[config.mk]
export PLATFORM = sky130hd
export DESIGN_NAME = opmc_top
export DESIGN_NICKNAME = d
export VERILOG_FILES = /design/src/logic/opmc_pkg.sv /design/src/logic/opmc_top.sv
export SDC_FILE = /design/constraint.sdc
export NUM_CORES = 1
export LEC_CHECK = 0
export ABC_AREA = 1
export BUFFER_PORTS_ARGS = -buffer_cell sky130_fd_sc_hd__buf_2
export CAP_MARGIN = 20
export CORE_MARGIN = 4
export CORE_UTILIZATION = 50
export CTS_CLUSTER_SIZE = 20
export DETAILED_ROUTE_END_ITERATION = 16
export HOLD_SLACK_MARGIN = 0.08
export PLACE_DENSITY = 0.91
export SLEW_MARGIN = 20
export SYNTH_ARGS = -nofsm -noshare
export SYNTH_HDL_FRONTEND = slang
export SYNTH_SLANG_ARGS = --single-unit
[constraint.sdc]
create_clock -name core_clk -period 5.8 [get_ports core_clk]
set_clock_uncertainty 0.2 [all_clocks]
set_input_delay 1.74 -clock core_clk [delete_from_list [all_inputs] [get_ports core_clk]]
set_output_delay 1.74 -clock core_clk [all_outputs]
set_load 0.005 [all_outputs]
[src/logic/opmc_pkg.sv]
package opmc_pkg;

  typedef enum logic [1:0] {
    OPMC_SINGLE = 2'b00,
    OPMC_EXPANDED = 2'b01,
    OPMC_BOOT = 2'b10,
    OPMC_TEST = 2'b11
  } opmc_mode_e;

  typedef enum logic [1:0] {
    OPMC_ST_RESET = 2'b00,
    OPMC_ST_VECTOR = 2'b01,
    OPMC_ST_LOAD = 2'b10,
    OPMC_ST_RUN = 2'b11
  } opmc_boot_e;

  localparam logic [15:0] OPMC_BOOT_ROM_BASE = 16'hBF00;
  localparam logic [15:0] OPMC_BOOT_ROM_LAST = 16'hBFFF;
  localparam logic [15:0] OPMC_VECTOR_BASE = 16'hBFC0;
  localparam logic [15:0] OPMC_VECTOR_LAST = 16'hBFFF;
  localparam logic [15:0] OPMC_RAM_ENTRY = 16'h0000;
  localparam logic [15:0] OPMC_RAM_LAST = 16'h03FF;
  localparam int OPMC_LOAD_MAX_BYTES = 1024;
  localparam int OPMC_IDLE_CHARS = 4;
  localparam int OPMC_CHAR_BITS = 10;
  localparam int OPMC_CLK_HZ = 25000000;
  localparam int OPMC_BAUD_DEFAULT = 7812;
  localparam logic [7:0] OPMC_PORT_RESET = 8'h00;
  localparam logic [1:0] OPMC_MODE_RESET = 2'b00;

endpackage : opmc_pkg

[src/logic/opmc_top.sv]
`timescale 1ns/1ps

// Summary of operation
// - The two mode-select levels are captured while reset is held and fix the mode for the run.
// - Four modes exist: single-chip and expanded, each with one special counterpart.
// - Single-chip mode drives no external bus and ports B, C and F stay general-purpose.
// - Expanded mode reaches a 64-Kbyte space of internal locations plus external devices.
// - Expanded mode puts the high address byte on port B, the low byte on port F, data on C.
// - Expanded mode drives the direction pin for port C and outside devices follow it.
// - Special test mode is expanded mode with privileged access to configuration and EEPROM.
// - Bootstrap mode is a single-chip variant that maps a small boot ROM.
// - Bootstrap mode takes its vectors from the boot ROM between BFC0 and BFFF until control passes to RAM.
// - After reset in bootstrap mode the reset vector is fetched and the loader runs.
// - The loader starts the serial interface and takes at most 1024 bytes into RAM.
// - Control passes to 0000 after a four-character idle gap or the byte for 03FF.
// - The loader sets port D to open-drain so the transmit pin needs a pull-up.
// - In bootstrap mode the interrupt vectors point into RAM once control has passed to 0000.
module opmc_top #(
  parameter logic [7:0] MODE_MAP = 8'hE4,
  parameter int BAUD = opmc_pkg::OPMC_BAUD_DEFAULT
) (
  input wire logic core_clk,
  input wire logic sys_rst,
  input wire logic mode_select_high,
  input wire logic mode_select_low,
  input wire logic [15:0] cpu_addr,
  input wire logic [7:0] cpu_wdata,
  input wire logic cpu_write,
  input wire logic cpu_access,
  input wire logic [7:0] gpio_b_out,
  input wire logic [7:0] gpio_c_out,
  input wire logic [7:0] gpio_c_oe,
  input wire logic [7:0] gpio_f_out,
  input wire logic [7:0] port_c_in,
  input wire logic rx_byte_valid,
  input wire logic loader_tx_active,
  output opmc_pkg::opmc_mode_e mode,
  output logic [7:0] port_b_out,
  output logic [7:0] port_f_out,
  output logic [7:0] port_c_out,
  output logic [7:0] port_c_oe,
  output logic [7:0] cpu_rdata_ext,
  output logic read_not_write,
  output logic bus_enable,
  output logic boot_rom_sel,
  output logic vector_from_rom,
  output logic vectors_to_ram,
  output logic privileged,
  output logic serial_enable,
  output logic port_d_open_drain,
  output logic loader_active,
  output logic [10:0] load_count,
  output logic jump_to_ram,
  output logic [15:0] jump_addr
);
  import opmc_pkg::*;

  localparam int CHAR_CYC = (OPMC_CLK_HZ + BAUD - 1) / BAUD * OPMC_CHAR_BITS;
  localparam int IDLE_CYC = CHAR_CYC * OPMC_IDLE_CHARS;
  localparam logic [23:0] IDLE_LIM = 24'(IDLE_CYC);

  function automatic opmc_mode_e decode_mode(input logic [1:0] sel);
    decode_mode = opmc_mode_e'(MODE_MAP[2 * sel +: 2]);
  endfunction : decode_mode

  function automatic logic in_range(input logic [15:0] a, input logic [15:0] lo,
                                    input logic [15:0] hi);
    in_range = (a >= lo) && (a <= hi);
  endfunction : in_range

  function automatic logic settle(input logic [2:0] sync, input logic prev);
    settle = (sync[1] == sync[2]) ? sync[2] : prev;
  endfunction : settle

  ////////////////////////////////////////////////////////////////////////////
  // Mode-select sampling.
  // Each select pin passes three flops; a level counts once the second and third agree.
  // The mode reloads while reset is seen and then holds until the next reset.
  logic [2:0] sel_hi_r;
  logic [2:0] sel_hi_nxt;
  logic [2:0] sel_lo_r;
  logic [2:0] sel_lo_nxt;
  logic [1:0] pair_r;
  logic [1:0] pair_nxt;
  logic rst_d_r;
  logic rst_d_nxt;
  opmc_mode_e mode_r;
  opmc_mode_e mode_nxt;

  always_comb begin
    sel_hi_nxt = {sel_hi_r[1:0], mode_select_high};
    sel_lo_nxt = {sel_lo_r[1:0], mode_select_low};
    pair_nxt[1] = settle(sel_hi_r, pair_r[1]);
    pair_nxt[0] = settle(sel_lo_r, pair_r[0]);
    rst_d_nxt = sys_rst;
    mode_nxt = mode_r;
    if (rst_d_r) begin
      mode_nxt = decode_mode(pair_r);
    end
  end

  always_ff @(posedge core_clk) begin
    sel_hi_r <= sel_hi_nxt;
    sel_lo_r <= sel_lo_nxt;
    pair_r <= pair_nxt;
    rst_d_r <= rst_d_nxt;
    mode_r <= mode_nxt;
  end

  ////////////////////////////////////////////////////////////////////////////
  // Bootstrap loader sequencing.
  // The loader waits for the vector fetch, counts bytes, then jumps on the last byte or a gap.
  // Bytes past the limit are ignored and the idle timer holds while the transmitter is busy.
  opmc_boot_e boot_r;
  opmc_boot_e boot_nxt;
  logic [10:0] cnt_r;
  logic [10:0] cnt_nxt;
  logic [23:0] idle_r;
  logic [23:0] idle_nxt;
  logic [23:0] idle_inc;
  logic jump_r;
  logic jump_nxt;
  logic is_boot;

  always_comb begin
    is_boot = (mode_r == OPMC_BOOT);
    boot_nxt = boot_r;
    cnt_nxt = cnt_r;
    idle_nxt = idle_r;
    jump_nxt = 1'b0;
    idle_inc = idle_r + 24'h000001;
    case (boot_r)
      OPMC_ST_RESET: begin
        if (!rst_d_r && is_boot) begin
          boot_nxt = OPMC_ST_VECTOR;
        end else if (!rst_d_r) begin
          boot_nxt = OPMC_ST_RUN;
        end
      end
      OPMC_ST_VECTOR: begin
        if (cpu_access && !cpu_write && in_range(cpu_addr, OPMC_VECTOR_BASE,
                                                 OPMC_VECTOR_LAST)) begin
          boot_nxt = OPMC_ST_LOAD;
          cnt_nxt = 11'h000;
          idle_nxt = 24'h000000;
        end
      end
      OPMC_ST_LOAD: begin
        if (rx_byte_valid && cnt_r < 11'(OPMC_LOAD_MAX_BYTES)) begin
          cnt_nxt = cnt_r + 11'h001;
          idle_nxt = 24'h000000;
          if (cnt_r == 11'(OPMC_RAM_LAST)) begin
            boot_nxt = OPMC_ST_RUN;
            jump_nxt = 1'b1;
          end
        end else if (cnt_r != 11'h000 && !loader_tx_active) begin
          idle_nxt = idle_inc;
          if (idle_inc >= IDLE_LIM) begin
            boot_nxt = OPMC_ST_RUN;
            jump_nxt = 1'b1;
          end
        end
      end
      OPMC_ST_RUN: begin
        boot_nxt = OPMC_ST_RUN;
      end
      default: begin
        boot_nxt = OPMC_ST_RESET;
      end
    endcase
    if (sys_rst) begin
      boot_nxt = OPMC_ST_RESET;
      cnt_nxt = 11'h000;
      idle_nxt = 24'h000000;
      jump_nxt = 1'b0;
    end
  end

  always_ff @(posedge core_clk) begin
    boot_r <= boot_nxt;
    cnt_r <= cnt_nxt;
    idle_r <= idle_nxt;
    jump_r <= jump_nxt;
  end

  ////////////////////////////////////////////////////////////////////////////
  // Port muxing and output registers.
  // Ports B, F and C carry the bus only in expanded and test modes, else the GPIO values.
  logic exp_r;
  logic exp_nxt;
  logic [7:0] pb_r;
  logic [7:0] pb_nxt;
  logic [7:0] pf_r;
  logic [7:0] pf_nxt;
  logic [7:0] pc_r;
  logic [7:0] pc_nxt;
  logic [7:0] pcoe_r;
  logic [7:0] pcoe_nxt;
  logic [7:0] rd_r;
  logic [7:0] rd_nxt;
  logic rnw_r;
  logic rnw_nxt;
  logic rom_r;
  logic rom_nxt;
  logic vrom_r;
  logic vrom_nxt;
  logic vram_r;
  logic vram_nxt;
  logic priv_r;
  logic priv_nxt;
  logic ser_r;
  logic ser_nxt;
  logic od_r;
  logic od_nxt;
  logic ld_r;
  logic ld_nxt;
  logic [15:0] jaddr_r;
  logic [15:0] jaddr_nxt;

  always_comb begin
    exp_nxt = (mode_r == OPMC_EXPANDED) || (mode_r == OPMC_TEST);
    priv_nxt = (mode_r == OPMC_TEST);
    jaddr_nxt = OPMC_RAM_ENTRY;
    if (exp_r) begin
      pb_nxt = cpu_addr[15:8];
      pf_nxt = cpu_addr[7:0];
      rnw_nxt = !(cpu_access && cpu_write);
      pc_nxt = cpu_wdata;
      pcoe_nxt = (cpu_access && cpu_write) ? 8'hFF : 8'h00;
    end else begin
      pb_nxt = gpio_b_out;
      pf_nxt = gpio_f_out;
      rnw_nxt = 1'b1;
      pc_nxt = gpio_c_out;
      pcoe_nxt = gpio_c_oe;
    end
    rd_nxt = port_c_in;
    rom_nxt = is_boot && cpu_access && in_range(cpu_addr, OPMC_BOOT_ROM_BASE,
                                                OPMC_BOOT_ROM_LAST);
    vrom_nxt = is_boot && (boot_r != OPMC_ST_RUN);
    vram_nxt = is_boot && (boot_r == OPMC_ST_RUN);
    ld_nxt = is_boot && (boot_r == OPMC_ST_LOAD);
    ser_nxt = ld_nxt;
    od_nxt = ld_nxt || vram_nxt;
    if (sys_rst) begin
      exp_nxt = 1'b0;
      priv_nxt = 1'b0;
      pb_nxt = OPMC_PORT_RESET;
      pf_nxt = OPMC_PORT_RESET;
      pc_nxt = OPMC_PORT_RESET;
      pcoe_nxt = OPMC_PORT_RESET;
      rnw_nxt = 1'b1;
      rom_nxt = 1'b0;
      vrom_nxt = 1'b0;
      vram_nxt = 1'b0;
      ld_nxt = 1'b0;
      ser_nxt = 1'b0;
      od_nxt = 1'b0;
    end
  end

  always_ff @(posedge core_clk) begin
    exp_r <= exp_nxt;
    priv_r <= priv_nxt;
    pb_r <= pb_nxt;
    pf_r <= pf_nxt;
    pc_r <= pc_nxt;
    pcoe_r <= pcoe_nxt;
    rd_r <= rd_nxt;
    rnw_r <= rnw_nxt;
    rom_r <= rom_nxt;
    vrom_r <= vrom_nxt;
    vram_r <= vram_nxt;
    ld_r <= ld_nxt;
    ser_r <= ser_nxt;
    od_r <= od_nxt;
    jaddr_r <= jaddr_nxt;
  end

  ////////////////////////////////////////////////////////////////////////////
  // Every output comes straight from a register.

  assign mode = mode_r;
  assign port_b_out = pb_r;
  assign port_f_out = pf_r;
  assign port_c_out = pc_r;
  assign port_c_oe = pcoe_r;
  assign cpu_rdata_ext = rd_r;
  assign read_not_write = rnw_r;
  assign bus_enable = exp_r;
  assign boot_rom_sel = rom_r;
  assign vector_from_rom = vrom_r;
  assign vectors_to_ram = vram_r;
  assign privileged = priv_r;
  assign serial_enable = ser_r;
  assign port_d_open_drain = od_r;
  assign loader_active = ld_r;
  assign load_count = cnt_r;
  assign jump_to_ram = jump_r;
  assign jump_addr = jaddr_r;

endmodule : opmc_top

==> impl_metrics.toml, run 1 <==
[routing]
detail_route.wl_per_cell_um = 13.45
drt-initial-drc-count = 258
vias = 4188
dr.pass1.iters = 5
via_per_inst = 5.101
drc = 0
detail-route-antenna-nets = 0
routed_wl_mm = 11.04

[logic_synthesis]
synthFlopType = "dfxtp_1"
syn_inst = 584
ys_warn_count = 0
synthDominantCellAreaShare_pct = 43.29
synth-edff-count = 4
synthTopCellsByArea = "dfxtp_1 43%, nand2_1 10%, nor2_1 9.9%"
yosys.area.top_type = "dfxtp_1"
synth_cell_type_count = 41
netlist_area_um2 = 4300
yosysSeqAreaShare_pct = 46.09
avgSynthCellArea_um2 = 7.364
ys_top_cells_by_count = "118 x nand2_1, 113 x nor2_1, 93 x dfxtp_1, 50 x inv_1, 33 x o21ai_0"
post-synth-top-count-cell = "nand2_1"
async_reset_ff_share_pct = 0
synth_seq_cells = 97

[clock_tree]
worstSkewPairLatency_ns = 0.36
cts_root_buf = "clkbuf_8"
postCtsResizedCells = 0
cts_setup_buffers = 0
cts.sinks = 97
htree_levels = 3
cts_max_path_buffers = 2
ctsHoldBuffers = 0
cts_made_buffers = 9
cts_tree = "built"
cts.clk_slew.worst_paths_ns = 0.09

[outcome]
outcome = "finished, final reports clean"

[cells_and_area]
finalNetCount = 789
fillers = 681
synthToLayoutAreaGrowth_pct = 19.32
regArea_um2 = 1982
multi_input_area_um2 = 1968
drive_above_1_share_pct = 24.58
n_antenna_cell = 0

[global_route]
met1_usage_pct = 26.74
grtUsageMet2_pct = 36.30
antenna_found_initial = 0
grt-busiest-layer = "met2"
grt_pass1_wl_mm = 17.82
grt.overflow.total = 0
grt_max_degree = 33
grt_pass1_vias = 3998
grt_use_total_pct = 21.66
grt_util_met3_pct = 6.367

[setup_path]
required_ns = 5.89
arrival_ns = 3.71
worstSetupPathType = "input pin to flip-flop"
worst-path-max-fanout = 27
crit_path_end_kind = "flip-flop"
crit_buf_inv = 4
crit_chain = "buf_2, inv_1, nor4_1, nand3_1, nand2_1, nand2_2, inv_2, nand2_2, inv_2, nand3_1, a21oi_1"
reg2reg_from = "load_count[3]$_SDFFE_PP0P_"
slowest_delay_ns = 0.37
slowest_stage = "nor4_1"
worstSetupStartpoint = "cpu_addr[6]"
cp_top_family = "simple AND/OR/NAND/NOR gates"
start_kind = "input pin"

[die]
rows = 33
coreArea_um2 = 8299
die_area_um2 = 10150
start_util_pct = 51.82
io_pins = 151
die-height_um = 100.7
die_w_um = 100.7

[power_and_ir_drop]
leakagePower_nw = 2.376
vdd_drop_max_uv = 246.1
p_per_area_nw_per_um2 = 258.5
p_total_mw = 1.327

[timing]
fin_setup_tns_ns = 0
drv_slew = 0
tightest_slew_ns = 0.8694
timing.fmax_mhz = 276.1
slew-limit-headroom_pct = 41.96
timing.final.crit_share_pct = 62.44
setup_slack_ns = 2.178
min_period_ns = 3.622
rsz0062_at_grt = "no"
finalSetupViolations = 0
hold_viol = 0

[place]
gp_congestion = 0.9076
port_buffers = 134
place_ws_ns = 1.877
dp.final_hpwl_mm = 8.430

[hold_path]
hold_path_class = "flip-flop to flip-flop"
hp-start = "sel_hi_r[0]$_DFF_P_"

[flow_run]
drv_cap = 0
per-stage QoR:
step	util [%]	hold slack (ns)	area, um^2	cells
floorplan	-	0.1096	4357	599
global route	61.83	0.1497	5131	821
detailed placement	59.93	0.1153	4974	807
global placement	59.93	0.1116	4974	807
CTS	61.83	0.1352	5131	821
finish	61.83	0.1345	5131	821
power by group:
group	switching [mW]	leakage, nW	total [mW]	internal (mW)
combinational	0.136	1.50	0.213	0.0779
clock	0.228	0.0752	0.381	0.153
sequential	0.0234	0.805	0.732	0.709
total	0.387	2.38	1.33	0.940
per-layer routing:
| metal | wire (um) | vias to the layer above | part of all wire, % |
|---|---|---|---|
| li1 | - | 2089 | - |
| met1 | 4596 | 1909 | 42 |
| met2 | 5459 | 170 | 49 |
| met3 | 840 | 20 | 7.6 |
| met4 | 145 | 0 | 1.3 |
| met5 | 0 | - | 0 |
worst paths after layout:
path / cells after the start / slack, ns / endpoint
max: 11 / 2.18 / idle_r[22]$_SDFFE_PP0P_
min: 0 / 0.13 / sel_hi_r[1]$_DFF_P_
max reg2reg: 10 / 3.30 / idle_r[1]$_SDFFE_PP0P_
min reg2reg: 0 / 0.13 / sel_hi_r[1]$_DFF_P_
flip-flops by register name, indices dropped and copies added (netlist names), 2 cells and up:
name           cells
pair_r             2
idle_r            24
port_c_out         8
port_f_out         8
boot_r             2
cpu_rdata_ext      8
port_c_oe          8
sel_lo_r           3
load_count        11
port_b_out         8
mode               2
sel_hi_r           3
cell usage in the layout (no fill, tap or decap), types with 9 or more instances in the layout:
cell type	netlist	final
buf_2	1	134
nand2_1	118	118
nor2_1	113	113
dfxtp_1	93	93
inv_1	50	50
o21ai_0	33	33
nand3_1	31	31
a21oi_1	25	25
conb_1	1	16
nand4_1	9	9
nand2_2	9	9
clkbuf_8	0	9
worst register-to-register path: cells and delay by family (launching register included):
kind | cells | cell delay [ns]
simple gates | 6 | 1.18
compound gates | 2 | 0.38
flops | 1 | 0.36
buf+inv | 2 | 0.25
cells by family after synthesis:
kind of cell / after synthesis / share of synthesized area [%]
AND/OR/NAND/NOR: 304 / 30.72
flip-flops: 97 / 46.09
buffers and inverters: 89 / 9.456
AO/OA/AOI/OAI: 84 / 11.29
XOR/XNOR: 5 / 1.193
adder cells (fa/ha/maj): 4 / 1.164
other: 1 / 0.08720
area by class of cell:
class,instances,share of cell area (%)
Inverter,57,4.170
Clock inverter,4,0.5852
Multi-Input combinational cell,413,38.36
Clock buffer,10,2.487
Sequential cell,97,38.62
Timing Repair Buffer,135,13.22
Tap cell,105,2.560
Power figures use the tool's default switching activity.
==> inputs of run 2 (changes only) <==
Settings changed: CORE_UTILIZATION 50 to 45, PLACE_DENSITY 0.91 to 0.87.
Clock period 5.8 ns to 3.31 ns, I/O delays scaled along.
==> run 2 against run 1 <==
Effect of this change:
- core utilization down 5.2 points
- hold slack better by 0.0012 ns
- critical path depth down 1
==> impl_metrics.toml, run 2 (same netlist as run 1, synthesis figures left out) <==
[outcome]
outcome = "finished, final reports clean"

[hold_path]
hp-start = "sel_lo_r[0]$_DFF_P_"
hold_path_class = "flip-flop to flip-flop"
min_to = "sel_lo_r[1]$_DFF_P_"
worstHoldPathCells = 0

[die]
coreArea_um2 = 9284
die_area_um2 = 11180
io_pins = 151
die-height_um = 105.8
start_util_pct = 46.32
rows = 35
die_w_um = 105.8

[cells_and_area]
final_cell_mix = "134 x buf_2, 118 x nand2_1, 113 x nor2_1, 93 x dfxtp_1, 50 x inv_1"
largest_register_ffs = 24
n_antenna_cell = 0
top_register = "idle_r"
drive_above_1_share_pct = 25.35
finalNetCount = 793
final_common_cell = "buf_2"
synthToLayoutAreaGrowth_pct = 22.20
final_cells = 851

[timing]
timing.fmax_mhz = 399.3
timing.final.crit_share_pct = 75.67
drv_slew = 0
tightest_slew_ns = 0.8568
min_period_ns = 2.505
fin_setup_tns_ns = 0
finalSetupViolations = 0
rsz0062_at_grt = "no"
hold_viol = 0
slew-limit-headroom_pct = 42.82

[global_route]
grt_use_total_pct = 18.39
grt_pass1_vias = 3745
antenna_found_initial = 0
grt_max_degree = 33
grt_pass1_wl_mm = 17.19
grt.overflow.total = 0

[setup_path]
worst-path-max-fanout = 4
cp_top_family = "simple AND/OR/NAND/NOR gates"
slowest_stage = "nor4_1"
slowest_delay_ns = 0.39
crit_chain = "buf_2, inv_1, nor4_1, nand3_1, o21ai_1, nand2_1, nor3_2, nand3_1, o21ai_0, a21oi_1"
crit_path_end_kind = "flip-flop"
crit_buf_inv = 2
reg2reg_from = "idle_r[1]$_SDFFE_PP0P_"
worstSetupPathType = "input pin to flip-flop"
ff2ff_path_depth = 13
regToRegSetupSlack_ns = 0.96
start_kind = "input pin"
r2r_end = "jump_to_ram$_SDFF_PP0_"
arrival_ns = 2.56
cp_common_cell = "nand3_1"
required_ns = 3.37

[place]
dp.final_hpwl_mm = 8.039
dp.cells = 835
port_buffers = 134
gp_congestion = 0.9302

[clock_tree]
ctsHoldBuffers = 0
cts_setup_buffers = 0
htree_levels = 3
worstSkewPairLatency_ns = 0.35
cts_root_buf = "clkbuf_8"
cts.clk_slew.worst_paths_ns = 0.10
cts_tree = "built"
cts_max_path_buffers = 2
postCtsResizedCells = 0
cts.sinks = 97
cts_made_buffers = 9

[power_and_ir_drop]
switching_power_mw = 0.7031
p_sw_share_pct = 28.35
leakagePower_nw = 2.433
vdd_drop_max_uv = 376.6
seq_power_share_pct = 51.4
p_clk_share_pct = 33.1
p_int_mw = 1.777
p_comb_share_pct = 15.5
p_per_area_nw_per_um2 = 472.0

[routing]
drc = 0
vias = 4076
via_per_inst = 4.790
dr.pass1.iters = 5
drt-initial-drc-count = 209
routed_wl_mm = 10.56
detail-route-antenna-nets = 0
detail_route.wl_per_cell_um = 12.40

[flow_run]
drv_cap = 0
run 2: cell types whose count changed in the layout (fill, tap and decap cells not counted):
cell	before	now
buf_4	1	5
clkinvlp_4	2	0
inv_6	1	3
bufinv_16	0	1
clkbuf_1	1	0
clkbuf_8	9	10
clkinv_8	0	1
inv_4	1	0
inv_8	0	1
run 2: power groups by stage:
stage                     registers [mW]  logic (mW)  clock network [mW]
after floorplan                     1.30       0.244                   0
after global placement              1.30       0.378                   0
after detailed placement            1.30       0.385                   0
after CTS                           1.28       0.388               0.842
after global routing                1.28       0.432               0.880
final                               1.28       0.385               0.820
run 2: through the flow:
step | utilization (%) | instance area, um^2 | hold WS [ns] | power, mW | setup slack [ns]
floorplan | - | 4357 | 0.1096 | 1.548 | 0.7848
global placement | 54.22 | 5034 | 0.1106 | 1.678 | 0.3995
detailed placement | 54.22 | 5034 | 0.1121 | 1.688 | 0.3868
finish | 56.60 | 5255 | 0.1357 | 2.480 | 0.8053
global route | 56.60 | 5255 | 0.1451 | 2.595 | 0.6236
CTS | 56.60 | 5255 | 0.1367 | 2.506 | 0.7869
run 2: worst register-to-register path, stage by stage, from the launching register on:
cell and delay, ns:
dfxtp_1 0.41, ha_1 0.22, nand2_2 0.12, nor2_4 0.21
nand3_1 0.16, nand2_1 0.09, nand2_1 0.07, nor2_1 0.12
nand2_1 0.09, nor2_1 0.11, nand2_1 0.05, nand3_1 0.10
nand2_2 0.07, o31ai_1 0.23
run 2: area by class of cell:
| type | instances | area, um^2 |
|---|---|---|
| Fill cell | 899 | 4029 |
| Sequential cell | 97 | 1982 |
| Multi-Input combinational cell | 413 | 1968 |
| Timing Repair Buffer | 139 | 708.2 |
| Inverter | 57 | 214.0 |
| Tap cell | 129 | 161.4 |
| Clock buffer | 10 | 137.6 |
| Clock inverter | 6 | 83.83 |
run 2: how the worst max path moves through the flow:
stage,startpoint,endpoint,slack [ns],cells past startpoint
after floorplan,cpu_addr[6],load_count[9]$_SDFFE_PP0P_,0.78,9
final,cpu_addr[6],load_count[9]$_SDFFE_PP0P_,0.81,10
after global placement,cpu_addr[6],load_count[9]$_SDFFE_PP0P_,0.40,10
after global routing,cpu_addr[6],load_count[9]$_SDFFE_PP0P_,0.62,10
after detailed placement,cpu_addr[6],load_count[9]$_SDFFE_PP0P_,0.39,10
after CTS,cpu_addr[6],load_count[9]$_SDFFE_PP0P_,0.79,10
run 2: per-layer routing:
metal,vias up,track usage (%),routed length [um]
met2,115,31.65,5288
met5,-,0,0
met3,17,4.225,604
met4,0,4.810,150
li1,2100,-,-
met1,1844,23.18,4513
==> inputs of run 3 (changes only) <==
Settings changed: CORE_UTILIZATION 45 to 50, PLACE_DENSITY 0.87 to 0.91.
Clock period 3.31 ns to 2.6 ns, I/O delays scaled along.
==> run 3 against run 2 <==
Effect of this change:
- non-clock buffer count rose by 6
- register-to-register slack worse by 0.77 ns
- final cell count shrank 2.1%
- total power increased by 25%
- hold slack gained 0.0018 ns
- die area decreased by 9.3%
- clock power rose by 19%
- final area barely moved
- first-iteration DRC count is 44% higher
- via count rose by 7.5%
- count of clock-buffer cells in the layout did not move
- critical path type is now flip-flop to flip-flop
- critical endpoint is now boot_r[1]$_SDFFE_PP0P_
- largest cell class unchanged
- largest power group unchanged
==> impl_metrics.toml, run 3 (same netlist as run 1, synthesis figures left out) <==
[timing]
tightest_slew_ns = 0.8357
timing.fmax_mhz = 414.3
timing.final.crit_share_pct = 92.84
min_period_ns = 2.414
hold_viol = 0
setup_slack_ns = 0.1863
fin_setup_tns_ns = 0
rsz0062_at_grt = "yes"
drv_slew = 0
slew-limit-headroom_pct = 44.23
finalSetupViolations = 0

[setup_path]
start_kind = "flip-flop"
arrival_ns = 2.50
required_ns = 2.69
crit_path_end_kind = "flip-flop"
slowest_stage = "dfxtp_2"
crit_buf_inv = 0
worstSetupPathType = "flip-flop to flip-flop"
cp_top_family = "simple AND/OR/NAND/NOR gates"
crit_chain = "ha_1, nand2_2, nor2_4, nand3_1, nor2_1, nand2_1, nand2_1, nand3_1, nor2_1, nand2_1, nand3_1, nand2_2, nand2_2, nand3_2, a21oi_2"
worst-path-max-fanout = 7
slowest_delay_ns = 0.37

[die]
start_util_pct = 51.82
die_w_um = 100.7
coreArea_um2 = 8299
die_area_um2 = 10150
rows = 33
io_pins = 151
die-height_um = 100.7

[place]
place_area_um2 = 5026
dp.cells = 814
gp_congestion = 0.9577
port_buffers = 134
place_ws_ns = -0.06165
dp.final_hpwl_mm = 8.580

[routing]
drc = 0
routed_wl_mm = 11.66
detail_route.wl_per_cell_um = 14.00
dr.pass1.iters = 5
detail-route-antenna-nets = 0
vias = 4383
drt-initial-drc-count = 301
via_per_inst = 5.262

[cells_and_area]
top_register = "idle_r"
finalNetCount = 799
drive_above_1_share_pct = 26.24
synthToLayoutAreaGrowth_pct = 22.08
final_cell_mix = "134 x buf_2, 118 x nand2_1, 113 x nor2_1, 91 x dfxtp_1, 50 x inv_1"
largest_register_ffs = 24
final_common_cell = "buf_2"
design_area_um2 = 5250
final_cells = 833
n_antenna_cell = 0

[global_route]
grt.overflow.total = 0
grt_pass1_vias = 4175
grt_pass1_wl_mm = 18.75
grt_use_total_pct = 22.82
antenna_found_initial = 0
grt_max_degree = 32

[clock_tree]
cts.clk_slew.worst_paths_ns = 0.10
worstSkewPairLatency_ns = 0.37
cts_tree = "built"
htree_levels = 3
cts_root_buf = "clkbuf_8"
cts.sinks = 97
cts_made_buffers = 9
ctsHoldBuffers = 0
cts_max_path_buffers = 2

[flow_run]
drv_cap = 0

[power_and_ir_drop]
leakagePower_nw = 2.449
p_per_area_nw_per_um2 = 592.9
p_total_mw = 3.113
vdd_drop_max_uv = 632.1

[hold_path]
hold_path_class = "flip-flop to flip-flop"

[outcome]
outcome = "finished, final reports clean"
run 3: cell count changes in the layout (fill, tap and decap cells not counted), moves of 2 or more:
cell | previous run | this run
buf_4 | 5 | 11
clkinv_4 | 0 | 2
dfxtp_1 | 93 | 91
dfxtp_2 | 0 | 2
inv_6 | 3 | 1
run 3: routing by layer:
metal	wire length [um]	part of all wire [%]	track usage [%]
met5	0	0	0
met3	925	7.9	5.606
met2	5926	51	39.09
met1	4526	39	27.40
met4	285	2.4	9.016
run 3: area by class of cell:
class | instances | area, um^2
fill | 673 | 3049
sequential | 97 | 1984
multi-input combinational | 413 | 1968
timing repair buffer | 145 | 753.2
inverter | 57 | 214.0
clock buffer | 10 | 137.6
tap | 105 | 131.4
clock inverter | 6 | 61.31
run 3: path summary, 6_finish.rpt:
kind                            end  slack, ns  cells after the start                    from
min reg2reg     sel_hi_r[1]$_DFF_P_       0.14                      0     sel_hi_r[0]$_DFF_P_
max          boot_r[1]$_SDFFE_PP0P_       0.19                     15  idle_r[1]$_SDFFE_PP0P_
min             sel_hi_r[1]$_DFF_P_       0.14                      0     sel_hi_r[0]$_DFF_P_
max reg2reg  boot_r[1]$_SDFFE_PP0P_       0.19                     15  idle_r[1]$_SDFFE_PP0P_
run 3: per-stage QoR:
stage                     hold slack [ns]  utilization [%]
after floorplan                    0.1096                -
after global placement             0.1105            60.56
after global routing               0.1418            63.26
final                              0.1375            63.26
after CTS                          0.1394            62.96
after detailed placement           0.1185            60.56
run 3: worst reg2reg max path: stages (launching register included):
cell and delay (ns):
dfxtp_2 0.37, ha_1 0.19, nand2_2 0.11, nor2_4 0.23
nand3_1 0.16, nor2_1 0.12, nand2_1 0.06, nand2_1 0.12
nand3_1 0.10, nor2_1 0.13, nand2_1 0.08, nand3_1 0.12
nand2_2 0.07, nand2_2 0.07, nand3_2 0.07, a21oi_2 0.14
run 3: timing repair:
action                                  in CTS  in global routing
endpoints found under the setup margin       0                  3
setup buffers                                0                  3
gates resized for setup                      0                  2
hold endpoints to repair                     0                  0
run 3: report_power, final:
group          leakage (nW)  total, mW  switching, mW  internal (mW)
registers             0.806       1.63         0.0480           1.58
logic                  1.55      0.512          0.318          0.193
clock network        0.0978      0.972          0.576          0.396
